**src/hw/cache_query_defines.vh**
```
`ifndef CACHE_QUERY_DEFINES_VH
`define CACHE_QUERY_DEFINES_VH

// selector value that asks for cache and translation-buffer descriptors
`define SEL_CACHE_DESC      32'h00000002
// descriptor codes
`define DESC_L0_DATA        8'h10
`define DESC_L0_INSTR       8'h15
`define DESC_L1             8'h1A
`define DESC_L2_2MB         8'h88
`define DESC_L2_4MB         8'h89
`define DESC_L2_8MB         8'h8A
`define DESC_ITB            8'h90
`define DESC_DTB0           8'h96
`define DESC_DTB1           8'h9B
`define DESC_NULL           8'h00
`define DESC_ITERATIONS     8'h01
`define DESC_FOURTH_TOP     8'h80
// level-two size configuration codes
`define L2CFG_2MB           2'h0
`define L2CFG_4MB           2'h1
`define L2CFG_8MB           2'h2
// answer word for selectors this block does not serve
`define RESULT_ZERO         32'h00000000
// word indices of the four answer words, first word lowest
`define WORD_FIRST          2'h0
`define WORD_SECOND         2'h1
`define WORD_THIRD          2'h2
`define WORD_FOURTH         2'h3

`endif

```
**src/hw/l2_code_select.v**
```verilog
`timescale 1ns/1ps
`include "cache_query_defines.vh"

// turns the fitted level-two size into its descriptor code
module l2_code_select (
   input  wire [1:0] l2SizeCfg,
   output reg  [7:0] l2Code
);
   always @* begin
      case (l2SizeCfg)
         `L2CFG_2MB: l2Code = `DESC_L2_2MB;
         `L2CFG_4MB: l2Code = `DESC_L2_4MB;
         `L2CFG_8MB: l2Code = `DESC_L2_8MB;
         // an unused setting falls back to the smallest fitted size
         default:    l2Code = `DESC_L2_2MB;
      endcase
   end
endmodule // l2_code_select

```
**src/hw/cache_tlb_descriptor_query.v**
```verilog
`timescale 1ns/1ps
`include "cache_query_defines.vh"

module cache_tlb_descriptor_query (
   input  wire        sys_clk,
   input  wire        rst,
   input  wire        clkEn,
   input  wire        queryValid,
   input  wire [31:0] querySelector,
   input  wire [1:0]  l2SizeCfg,
   output reg         resultValid,
   output reg         resultHit,
   output reg  [31:0] query_result_first,
   output reg  [31:0] query_result_second,
   output reg  [31:0] query_result_third,
   output reg  [31:0] query_result_fourth
);

   // level-two size strap: three stages, then frozen once after reset
   reg  [1:0]  strapMeta;
   reg  [1:0]  strapSync;
   reg  [1:0]  strapSettled;
   wire        strapAgree;
   reg  [1:0]  l2SizeLatched;
   reg         cfgTaken;
   wire [7:0]  l2Code;

   // decoded query and the words it would be answered with
   wire        queryTaken;
   wire        isCacheQuery;
   wire [31:0] descFirst;
   wire [31:0] descSecond;
   wire [31:0] descThird;
   wire [31:0] descFourth;

   reg         next_resultValid;
   reg         next_resultHit;
   reg  [31:0] next_query_result_first;
   reg  [31:0] next_query_result_second;
   reg  [31:0] next_query_result_third;
   reg  [31:0] next_query_result_fourth;

   // one descriptor byte per slot; a slot is the word index above the byte lane
   function [7:0] slotCode(input [3:0] slot, input [7:0] l2Desc);
      case (slot)
         4'h0:    slotCode = `DESC_ITERATIONS;
         4'h1:    slotCode = `DESC_L0_DATA;
         4'h2:    slotCode = `DESC_L0_INSTR;
         4'h3:    slotCode = `DESC_NULL;
         4'h4:    slotCode = `DESC_L1;
         4'h5:    slotCode = l2Desc;
         4'h6:    slotCode = `DESC_NULL;
         4'h7:    slotCode = `DESC_NULL;
         4'h8:    slotCode = `DESC_ITB;
         4'h9:    slotCode = `DESC_DTB0;
         4'hA:    slotCode = `DESC_DTB1;
         4'hB:    slotCode = `DESC_NULL;
         4'hC:    slotCode = `DESC_NULL;
         4'hD:    slotCode = `DESC_NULL;
         4'hE:    slotCode = `DESC_NULL;
         4'hF:    slotCode = `DESC_FOURTH_TOP;
         default: slotCode = `DESC_NULL;
      endcase
   endfunction

   // the four lanes of one result word, top lane first
   function [31:0] packWord(input [1:0] word, input [7:0] l2Desc);
      packWord = {slotCode({word, 2'h3}, l2Desc),
                  slotCode({word, 2'h2}, l2Desc),
                  slotCode({word, 2'h1}, l2Desc),
                  slotCode({word, 2'h0}, l2Desc)};
   endfunction

   // selectors this block does not serve leave every word at zero
   function [31:0] answerWord(input hit, input [31:0] desc);
      if (hit)
         answerWord = desc;
      else
         answerWord = `RESULT_ZERO;
   endfunction

   // the strap is a board pin, so it is synchronised before use; the chain is left
   // out of reset so that it has settled by the time reset is released
   always @(posedge sys_clk) begin
      if (clkEn) begin
         strapMeta    <= l2SizeCfg;
         strapSync    <= strapMeta;
         strapSettled <= strapSync;
      end
   end

   // a change counts only once the last two stages agree
   assign strapAgree = (strapSync == strapSettled);

   // caught once after reset, so a later glitch on the strap cannot move the answer;
   // a strap that is still bouncing at release is taken as soon as it settles
   always @(posedge sys_clk) begin
      if (rst) begin
         cfgTaken      <= 1'h0;
         l2SizeLatched <= `L2CFG_2MB;
      end else if (clkEn && !cfgTaken && strapAgree) begin
         cfgTaken      <= 1'h1;
         l2SizeLatched <= strapSettled;
      end
   end

   l2_code_select u_l2sel (
      .l2SizeCfg (l2SizeLatched),
      .l2Code    (l2Code)
   );

   assign queryTaken   = clkEn && queryValid;
   assign isCacheQuery = (querySelector == `SEL_CACHE_DESC);

   // every word is a constant apart from the level-two code
   assign descFirst  = packWord(`WORD_FIRST, l2Code);
   assign descSecond = packWord(`WORD_SECOND, l2Code);
   assign descThird  = packWord(`WORD_THIRD, l2Code);
   assign descFourth = packWord(`WORD_FOURTH, l2Code);

   // handshake: a one-cycle pulse per taken query; a low enable freezes it as well
   always @* begin
      next_resultValid = resultValid;
      if (clkEn) begin
         next_resultValid = queryValid;
      end
   end

   always @* begin
      next_resultHit = resultHit;
      if (queryTaken) begin
         next_resultHit = isCacheQuery;
      end
   end

   always @* begin
      next_query_result_first = query_result_first;
      if (queryTaken) begin
         next_query_result_first = answerWord(isCacheQuery, descFirst);
      end
   end

   always @* begin
      next_query_result_second = query_result_second;
      if (queryTaken) begin
         next_query_result_second = answerWord(isCacheQuery, descSecond);
      end
   end

   always @* begin
      next_query_result_third = query_result_third;
      if (queryTaken) begin
         next_query_result_third = answerWord(isCacheQuery, descThird);
      end
   end

   always @* begin
      next_query_result_fourth = query_result_fourth;
      if (queryTaken) begin
         next_query_result_fourth = answerWord(isCacheQuery, descFourth);
      end
   end

   // reset wins over a low enable so a frozen core still comes out of reset clean
   always @(posedge sys_clk) begin
      if (rst) begin
         resultValid <= 1'h0;
      end else begin
         resultValid <= next_resultValid;
      end
   end

   // the hit flag and the words stand until the next taken query
   always @(posedge sys_clk) begin
      if (rst) begin
         resultHit <= 1'h0;
      end else begin
         resultHit <= next_resultHit;
      end
   end

   always @(posedge sys_clk) begin
      if (rst) begin
         query_result_first <= `RESULT_ZERO;
      end else begin
         query_result_first <= next_query_result_first;
      end
   end

   always @(posedge sys_clk) begin
      if (rst) begin
         query_result_second <= `RESULT_ZERO;
      end else begin
         query_result_second <= next_query_result_second;
      end
   end

   always @(posedge sys_clk) begin
      if (rst) begin
         query_result_third <= `RESULT_ZERO;
      end else begin
         query_result_third <= next_query_result_third;
      end
   end

   always @(posedge sys_clk) begin
      if (rst) begin
         query_result_fourth <= `RESULT_ZERO;
      end else begin
         query_result_fourth <= next_query_result_fourth;
      end
   end

endmodule // cache_tlb_descriptor_query

```
**config.mk**
```make
export PLATFORM = sky130hd
export DESIGN_NAME = cache_tlb_descriptor_query
export DESIGN_NICKNAME = d
export VERILOG_FILES = /design/src/hw/l2_code_select.v /design/src/hw/cache_tlb_descriptor_query.v
export VERILOG_INCLUDE_DIRS = /design/src /design/src/hw
export SDC_FILE = /design/constraint.sdc
export NUM_CORES = 1
export LEC_CHECK = 0
export ABC_AREA = 1
export BUFFER_PORTS_ARGS = -buffer_cell sky130_fd_sc_hd__buf_2
export CAP_MARGIN = 20
export CORE_MARGIN = 1.5
export CORE_UTILIZATION = 32
export DETAILED_ROUTE_END_ITERATION = 10
export GPL_TIMING_DRIVEN = 0
export PLACE_DENSITY = 0.79
export SLEW_MARGIN = 40
export SYNTH_ARGS = -nofsm -noshare
export SYNTH_HDL_FRONTEND = slang
export SYNTH_SLANG_ARGS = --single-unit
```
**constraint.sdc**
```tcl
create_clock -name sys_clk -period 1 [get_ports sys_clk]
set_input_delay 0.15 -clock sys_clk [delete_from_list [all_inputs] [get_ports sys_clk]]
set_output_delay 0.15 -clock sys_clk [all_outputs]
set_load 0.02 [all_outputs]
```
; Word-level counts from Yosys, hierarchy flattened
; Index checks and enable logic that the tools add are counted.
[classes]
n_eq_ne = 4
n_mux = 5
n_reduce_logical = 4
[ops]
columns = operator, count
row1 = $eq A32 B2 Y1 const B, 1
row2 = $mux W32, 1
row3 = $mux W24, 1
row4 = $mux W21, 1
row5 = $mux W16, 1
row6 = $pmux W2 S2, 1
row7 = $logic_and A1 B1 Y1, 3
row8 = $eq A2 B1 Y1 const B, 1
row9 = $eq A2 B2 Y1, 1
row10 = $eq A2 B2 Y1 const B, 1
row11 = $logic_not A1 Y1, 1
[totals]
regBits = 139
in_bits = 38
out_inout_bits = 130
elab_cells = 24

; Logic depth before layout (Yosys ltp)
; Gate-level depths: netlist of run 1.
[depth]
ltp_word = 3
mapped_depth = 8
mapped_depth_nobuf = 8

; Hierarchy
; Synthesis of run 1 repeated with hierarchy kept, for this count alone.
[hier_totals]
hier_cells = 235
area_unflattened_um2 = 1783.0
[modules_own_cells]
columns = module, n_inst, cells_each, area_each_um2, seq_area_each_um2
row1 = cache_tlb_descriptor_query, 1, 223, 1715.4, 440.4
row2 = l2_code_select, 1, 12, 67.6, 0.0

; Least setup slack after synthesis of run 1
; No wires, ideal clock.
[synth_timing]
path_type = register to output
startpoint = reg, netlist name query_result_third[20]
endpoint = out query_result_first[0]
t_arrival_ps = 1029
required_ps = 850
slack_ps = -179
stages_incl_launch_ff = 2
path_buffers = 1
path_cell_list = dfxtp_1 > buf_4
[synth_lines]
columns = element, line_no
row1 = end: declaration, cache_tlb_descriptor_query.v:13  ; output reg [31:0] query_result_first,

==> results of run 1 <==
==> stage by stage <==
| stage | setup slack, ns | hold WS (ns) | power (mW) |
|---|---|---|---|
| 4_1_cts | -0.158 | 0.0781 | 1.87 |
| 5_1_grt | -0.236 | 0.0706 | 2.02 |
| 3_5_place_dp | -0.178 | 0.328 | 1.41 |
| 2_1_floorplan | -0.0604 | 0.212 | 1.32 |
| 6_report | -0.163 | 0.0838 | 1.90 |
| 3_3_place_gp | -0.145 | 0.329 | 1.41 |
==> cells in the mapped netlist <==
master | count | area [sq um]
buf_4 | 126 | 946
edfxtp_1 | 6 | 180
inv_1 | 10 | 37.5
nand3_1 | 3 | 15.0
nand2_1 | 14 | 52.6
nor3_1 | 1 | 5.00
a21oi_1 | 5 | 25.0
nand2_2 | 1 | 6.26
nor3_2 | 1 | 10.0
nor2_1 | 25 | 93.8
conb_1 | 1 | 3.75
o21ai_0 | 2 | 10.0
dfxtp_1 | 7 | 140
nand3b_1 | 1 | 7.51
nand4_1 | 1 | 6.26
nor2_2 | 1 | 6.26
==> registers in the layout (all words and copies together), names as in the netlist <==
signal,cells
strapSync,2
cfgTaken,1
query_result_third,1
strapSettled,2
strapMeta,2
resultValid,1
l2SizeLatched,2
query_result_second,2
==> per-layer routing <==
layer  GRT usage (%)  share of wire [%]  vias up
met5               0                  0        -
met4            2.52                1.3        0
met3            3.61                8.8        7
met2            24.3                 59       78
met1            8.98                 31      578
li1                -                  -      749
==> layout by cell type, fill, tap and decap left out, drive strengths merged <==
cell type	Yosys	final
buf	126	193
o21ai	2	2
dfxtp	7	7
nor2	26	26
edfxtp	6	6
clkbuf	0	7
inv	10	10
nand3b	1	1
nand2	15	15
conb	1	104
a21oi	5	5
nand3	3	3
nand4	1	1
nor3	2	2
==> how the worst max path moves through the flow <==
| stage | depth (start not counted) | slack (ns) | endpoint | from |
|---|---|---|---|---|
| 2_1_floorplan | 6 | -0.06 | l2SizeLatched[0] | strapSettled[1] |
| 3_3_place_gp | 6 | -0.15 | l2SizeLatched[1] | strapSettled[1] |
| 3_5_place_dp | 7 | -0.18 | query_result_second[9] | clkEn |
| 4_1_cts | 3 | -0.16 | query_result_third[7] | query_result_third[20] |
| 5_1_grt | 6 | -0.24 | l2SizeLatched[0] | strapSettled[1] |
| 6_report | 3 | -0.16 | query_result_first[20] | query_result_third[20] |
==> area by class of cell <==
type	count	area [sq um]
well taps	54	67.6
inverters	10	37.5
repair buffers	70	573
fillers	409	1970
multi-input cells	159	644
plain buffers	126	1030
clock buffers	4	45.0
flip-flops and latches	13	324
==> worst reg2reg max path, delay by kind of cell (launching register included) <==
family,cells,cell delay [ns]
flops,1,0.40
simple gates,4,0.40
buf+inv,1,0.07
compound gates,1,0.16
==> cells by family (layout without fill, tap and decap cells) <==
group           after synthesis  count (layout)  synth area share (%)
flops                        13              13                  20.7
other cells                   1             104                 0.243
compound gates                7               7                  2.27
buf+inv                     136             210                  63.6
simple gates                 48              48                  13.1
==> power breakdown <==
part	switching, mW	leakage [nW]	internal [mW]
combinational	0.483	1.52	0.358
clock	0.178	0.0228	0.281
sequential	0.0152	0.117	0.587
==> what timing repair did <==
action / CTS / global route
pin swaps: 0 / 2
setup buffers: 3 / 2
endpoints found under the setup margin: 26 / 28
gates cloned: 0 / 2
resized for setup: 45 / 33
==> results.json, run 1 <==
{
  "cts.htree.levels": 1,
  "ys_types": 16,
  "ir_worst_vdd_mv": 0.872,
  "initial_core_util_pct": 32.9,
  "areaGrowthSynthToFinish_pct": 76.0,
  "path_buf_inv": 3,
  "hold_class": "in -> reg",
  "min_period_ns": 1.16,
  "grt_antenna_before_repair": 0,
  "place_congestion": 0.673,
  "core_area_sq_um": 4690,
  "cts_buffer_depth": 2,
  "rsz0062_at_grt": "true",
  "hold_end": "strapMeta[0]",
  "min_period_over_period_pct": 116,
  "reg2reg_slack_ns": -0.15,
  "p_leak_nw": 1.66,
  "cts_root_buf": "clkbuf_8",
  "grt_max_degree": 13,
  "power_density_nw_per_um2": 699,
  "clk_pin_slew_worst_paths_ns": 0.05,
  "reg2reg_depth": 6,
  "yosysSeqAreaShare_pct": 20.7,
  "fin_area_sq_um": 2720,
  "syn_area_sq_um": 1550,
  "path_cells": "clkbuf_16, buf_6, buf_6",
  "instances_no_fill": 436,
  "rows": 25,
  "hold_buffers": 0,
  "drive_above_1_share_pct": 54.2,
  "vias_per_cell": 3.24,
  "finalHoldViolCount": 0,
  "cts_tree": "yes",
  "grt_pass1_wl_microns": 4550,
  "crit_path_frequent_cell": "buf_6",
  "syn_inst": 205,
  "avgSynthCellArea_sq_um": 7.54,
  "fin_skew_ns": 0.00288,
  "wl_per_cell_microns": 8.34,
  "gr-usage-all-layers_pct": 11.0,
  "utilization_pct": 58.0,
  "setup_tns_ns": -3.54,
  "cp-start-kind": "flop",
  "min_path_cells": 1,
  "first_pass_iters": 3,
  "drc_errors": 0,
  "ioPinCount": 168,
  "grt_pass1_vias": 1062,
  "synth_seq_cells": 13,
  "dieArea_sq_um": 5250,
  "timing.rr.end": "l2SizeLatched[1]",
  "fin_nets": 421,
  "placed_cell_area_sq_um": 2320,
  "slowest_delay_ns": 0.37,
  "place_inst": 425,
  "dp_hpwl_microns": 2720,
  "die_x_microns": 72.5,
  "critical_path_required_ns": 0.85,
  "finalWorstSetupSlack_ns": -0.163,
  "hp-start": "l2SizeCfg[0]",
  "cp_max_fo": 6,
  "port_buffers": 63,
  "grt_overflow": 0,
  "drv_slew": 0,
  "dr_total_vias": 1412,
  "drtAntennaViolNets": 0,
  "crit_path_end_kind": "primary output",
  "yosysWarnings": 0,
  "cts.sinks": 13,
  "violations": "setup timing",
  "routed_wl_microns": 3640,
  "crit-reg2reg-launch": "strapSettled[1]",
  "cp_slowest_cell": "dfxtp_4",
  "cts_buffers": 3,
  "setup_viol": 26,
  "clock_latency_ns": 0.24,
  "clock.fmax_mhz": 860,
  "status": "finished, violations left",
  "max_cap_violations": 0,
  "worstSetupPathType": "reg -> out",
  "first_iter_violations": 19,
  "dieHeight_microns": 72.5,
  "critPathTopFamily": "buffers and inverters",
  "n_antenna_cell": 0,
  "critPathArrivalTime_ns": 1.01
}
(Power assumes the default switching activity.)
==> inputs of run 2 (changes only) <==
- CORE_MARGIN: 1.5 -> default
==> run 2 against run 1 <==
Effect of this change:
- the run still ends with setup timing left
- hold slack gained 0.0049 ns
- final cell count shrank 0.46%
- maximum frequency down 0.15%
- die area fell by 2.7%
- utilization up 2.6 points
- clock power down 2%
- via count fell by 0.14%
- sequential cell count stayed put
- register-to-register slack is essentially flat
- sequential share of layout area is essentially flat
- combinational power is 0.6% higher
==> results.json, run 2 (synthesis results as in run 1) <==
{
  "status": "finished, violations left",
  "violations": "setup timing",
  "first_iter_violations": 34,
  "cts_buffers": 3,
  "grt_max_degree": 13,
  "dp_hpwl_microns": 2730,
  "path_cells": "inv_1, nor2_2, nor3_2, nand3_2, o21ai_1, nor2_1",
  "ir_worst_vdd_mv": 0.865,
  "dr_total_vias": 1410,
  "grt_antenna_before_repair": 0,
  "first_pass_iters": 4,
  "power_density_nw_per_um2": 696,
  "reg2reg_depth": 6,
  "hold_buffers": 0,
  "fin_skew_ns": 0.00275,
  "cp_slowest_cell": "edfxtp_1",
  "p_total_mw": 1.90,
  "ioPinCount": 168,
  "hold_class": "in -> reg",
  "vias_per_cell": 3.25,
  "cp_max_fo": 4,
  "routed_wl_microns": 3760,
  "crit_start": "strapSync[1]",
  "die_x_microns": 71.5,
  "setup_viol": 26,
  "drc_errors": 0,
  "clock_latency_ns": 0.24,
  "cp-start-kind": "flop",
  "max_cap_violations": 0,
  "reg2reg_slack_ns": -0.16,
  "utilization_pct": 60.6,
  "cts_buffer_depth": 2,
  "wl_per_cell_microns": 8.65,
  "worstSetupPathType": "reg -> reg",
  "min_period_ns": 1.16,
  "areaGrowthSynthToFinish_pct": 76.5,
  "cts_root_buf": "clkbuf_8",
  "finalWorstSetupSlack_ns": -0.165,
  "rows": 24,
  "rsz0062_at_grt": "true",
  "grt_pass1_wl_microns": 5000,
  "fin_nets": 421,
  "grt_overflow": 0,
  "grt_pass1_vias": 1163,
  "initial_core_util_pct": 34.3,
  "n_antenna_cell": 0,
  "clock.fmax_mhz": 858,
  "dieHeight_microns": 71.5,
  "drtAntennaViolNets": 0,
  "cts.htree.levels": 1,
  "core_area_sq_um": 4500,
  "drv_slew": 0,
  "cts.sinks": 13,
  "hp-start": "l2SizeCfg[1]",
  "p_leak_nw": 1.66,
  "min_path_cells": 1,
  "cts_tree": "yes",
  "finalHoldViolCount": 0,
  "final_common_cell": "buf_4",
  "critPathArrivalTime_ns": 1.30,
  "critical_path_required_ns": 1.13,
  "slowest_delay_ns": 0.42,
  "crit-reg2reg-launch": "strapSync[1]",
  "clk_pin_slew_worst_paths_ns": 0.05,
  "timing.rr.end": "l2SizeLatched[1]",
  "hold_end": "strapMeta[1]",
  "dieArea_sq_um": 5110,
  "gr-usage-all-layers_pct": 12.1,
  "layout_common_cells": "106 x buf_4, 104 x conb_1, 46 x buf_6",
  "min_period_over_period_pct": 116,
  "drive_above_1_share_pct": 55.2,
  "port_buffers": 63,
  "place_congestion": 0.732,
  "crit_path_end_kind": "flop"
}
-- run 2: critical path, delay by kind of cell, from the launching register on --
family | cells | cell delay, ns
AOI/OAI and AO/OA | 1 | 0.14
DFF | 1 | 0.42
and+or+nand+nor | 4 | 0.39
buffers and inverters | 1 | 0.10
-- run 2: worst max path at each step --
stage,endpoint,cells after the start
floorplan,l2SizeLatched[0],6
global route,l2SizeLatched[1],6
detailed placement,l2SizeLatched[1],6
finish,l2SizeLatched[1],6
CTS,l2SizeLatched[1],6
global placement,l2SizeLatched[0],6
-- run 2: timing repair --
action / CTS / global route
gates resized for setup: 65 / 19
setup endpoints to repair: 26 / 28
gates cloned: 0 / 2
pin swaps: 5 / 4
buffers inserted: 3 / 2
-- run 2: report_power, final --
| group | internal [mW] | total (mW) | switching, mW |
|---|---|---|---|
| Combinational | 0.357 | 0.846 | 0.489 |
| Sequential | 0.587 | 0.604 | 0.0170 |
| Clock | 0.280 | 0.449 | 0.169 |
| Total | 1.22 | 1.90 | 0.676 |
-- run 2: per-stage QoR --
stage                     setup slack (ns)  std cells  area, sq um  TNS, ns  hold slack, ns
after floorplan                    -0.0604        308         1930   -0.121           0.212
after global placement              -0.136        423         2310    -1.04           0.329
after detailed placement            -0.171        423         2310    -1.49           0.329
after CTS                           -0.156        430         2600    -3.25          0.0793
after global routing                -0.278        434         2730    -4.59          0.0705
final                               -0.165        434         2730    -3.65          0.0887
-- run 2: layout make-up --
cell class / instances / area [sq um]
Fill cell: 384 / 1780
Buffer: 126 / 1030
Multi-Input combinational cell: 159 / 654
Timing Repair Buffer: 70 / 573
Sequential cell: 13 / 324
Tap cell: 52 / 65.1
Clock buffer: 4 / 45.0
Inverter: 10 / 37.5
-- run 2: per-layer routing --
| layer | up-vias | global-route usage [%] | part of all wire [%] |
|---|---|---|---|
| li1 | 751 | - | - |
| met1 | 573 | 9.51 | 28 |
| met2 | 80 | 28.1 | 62 |
| met3 | 6 | 3.80 | 9.1 |
| met4 | 0 | 1.09 | 1.0 |
| met5 | - | 0 | 0 |
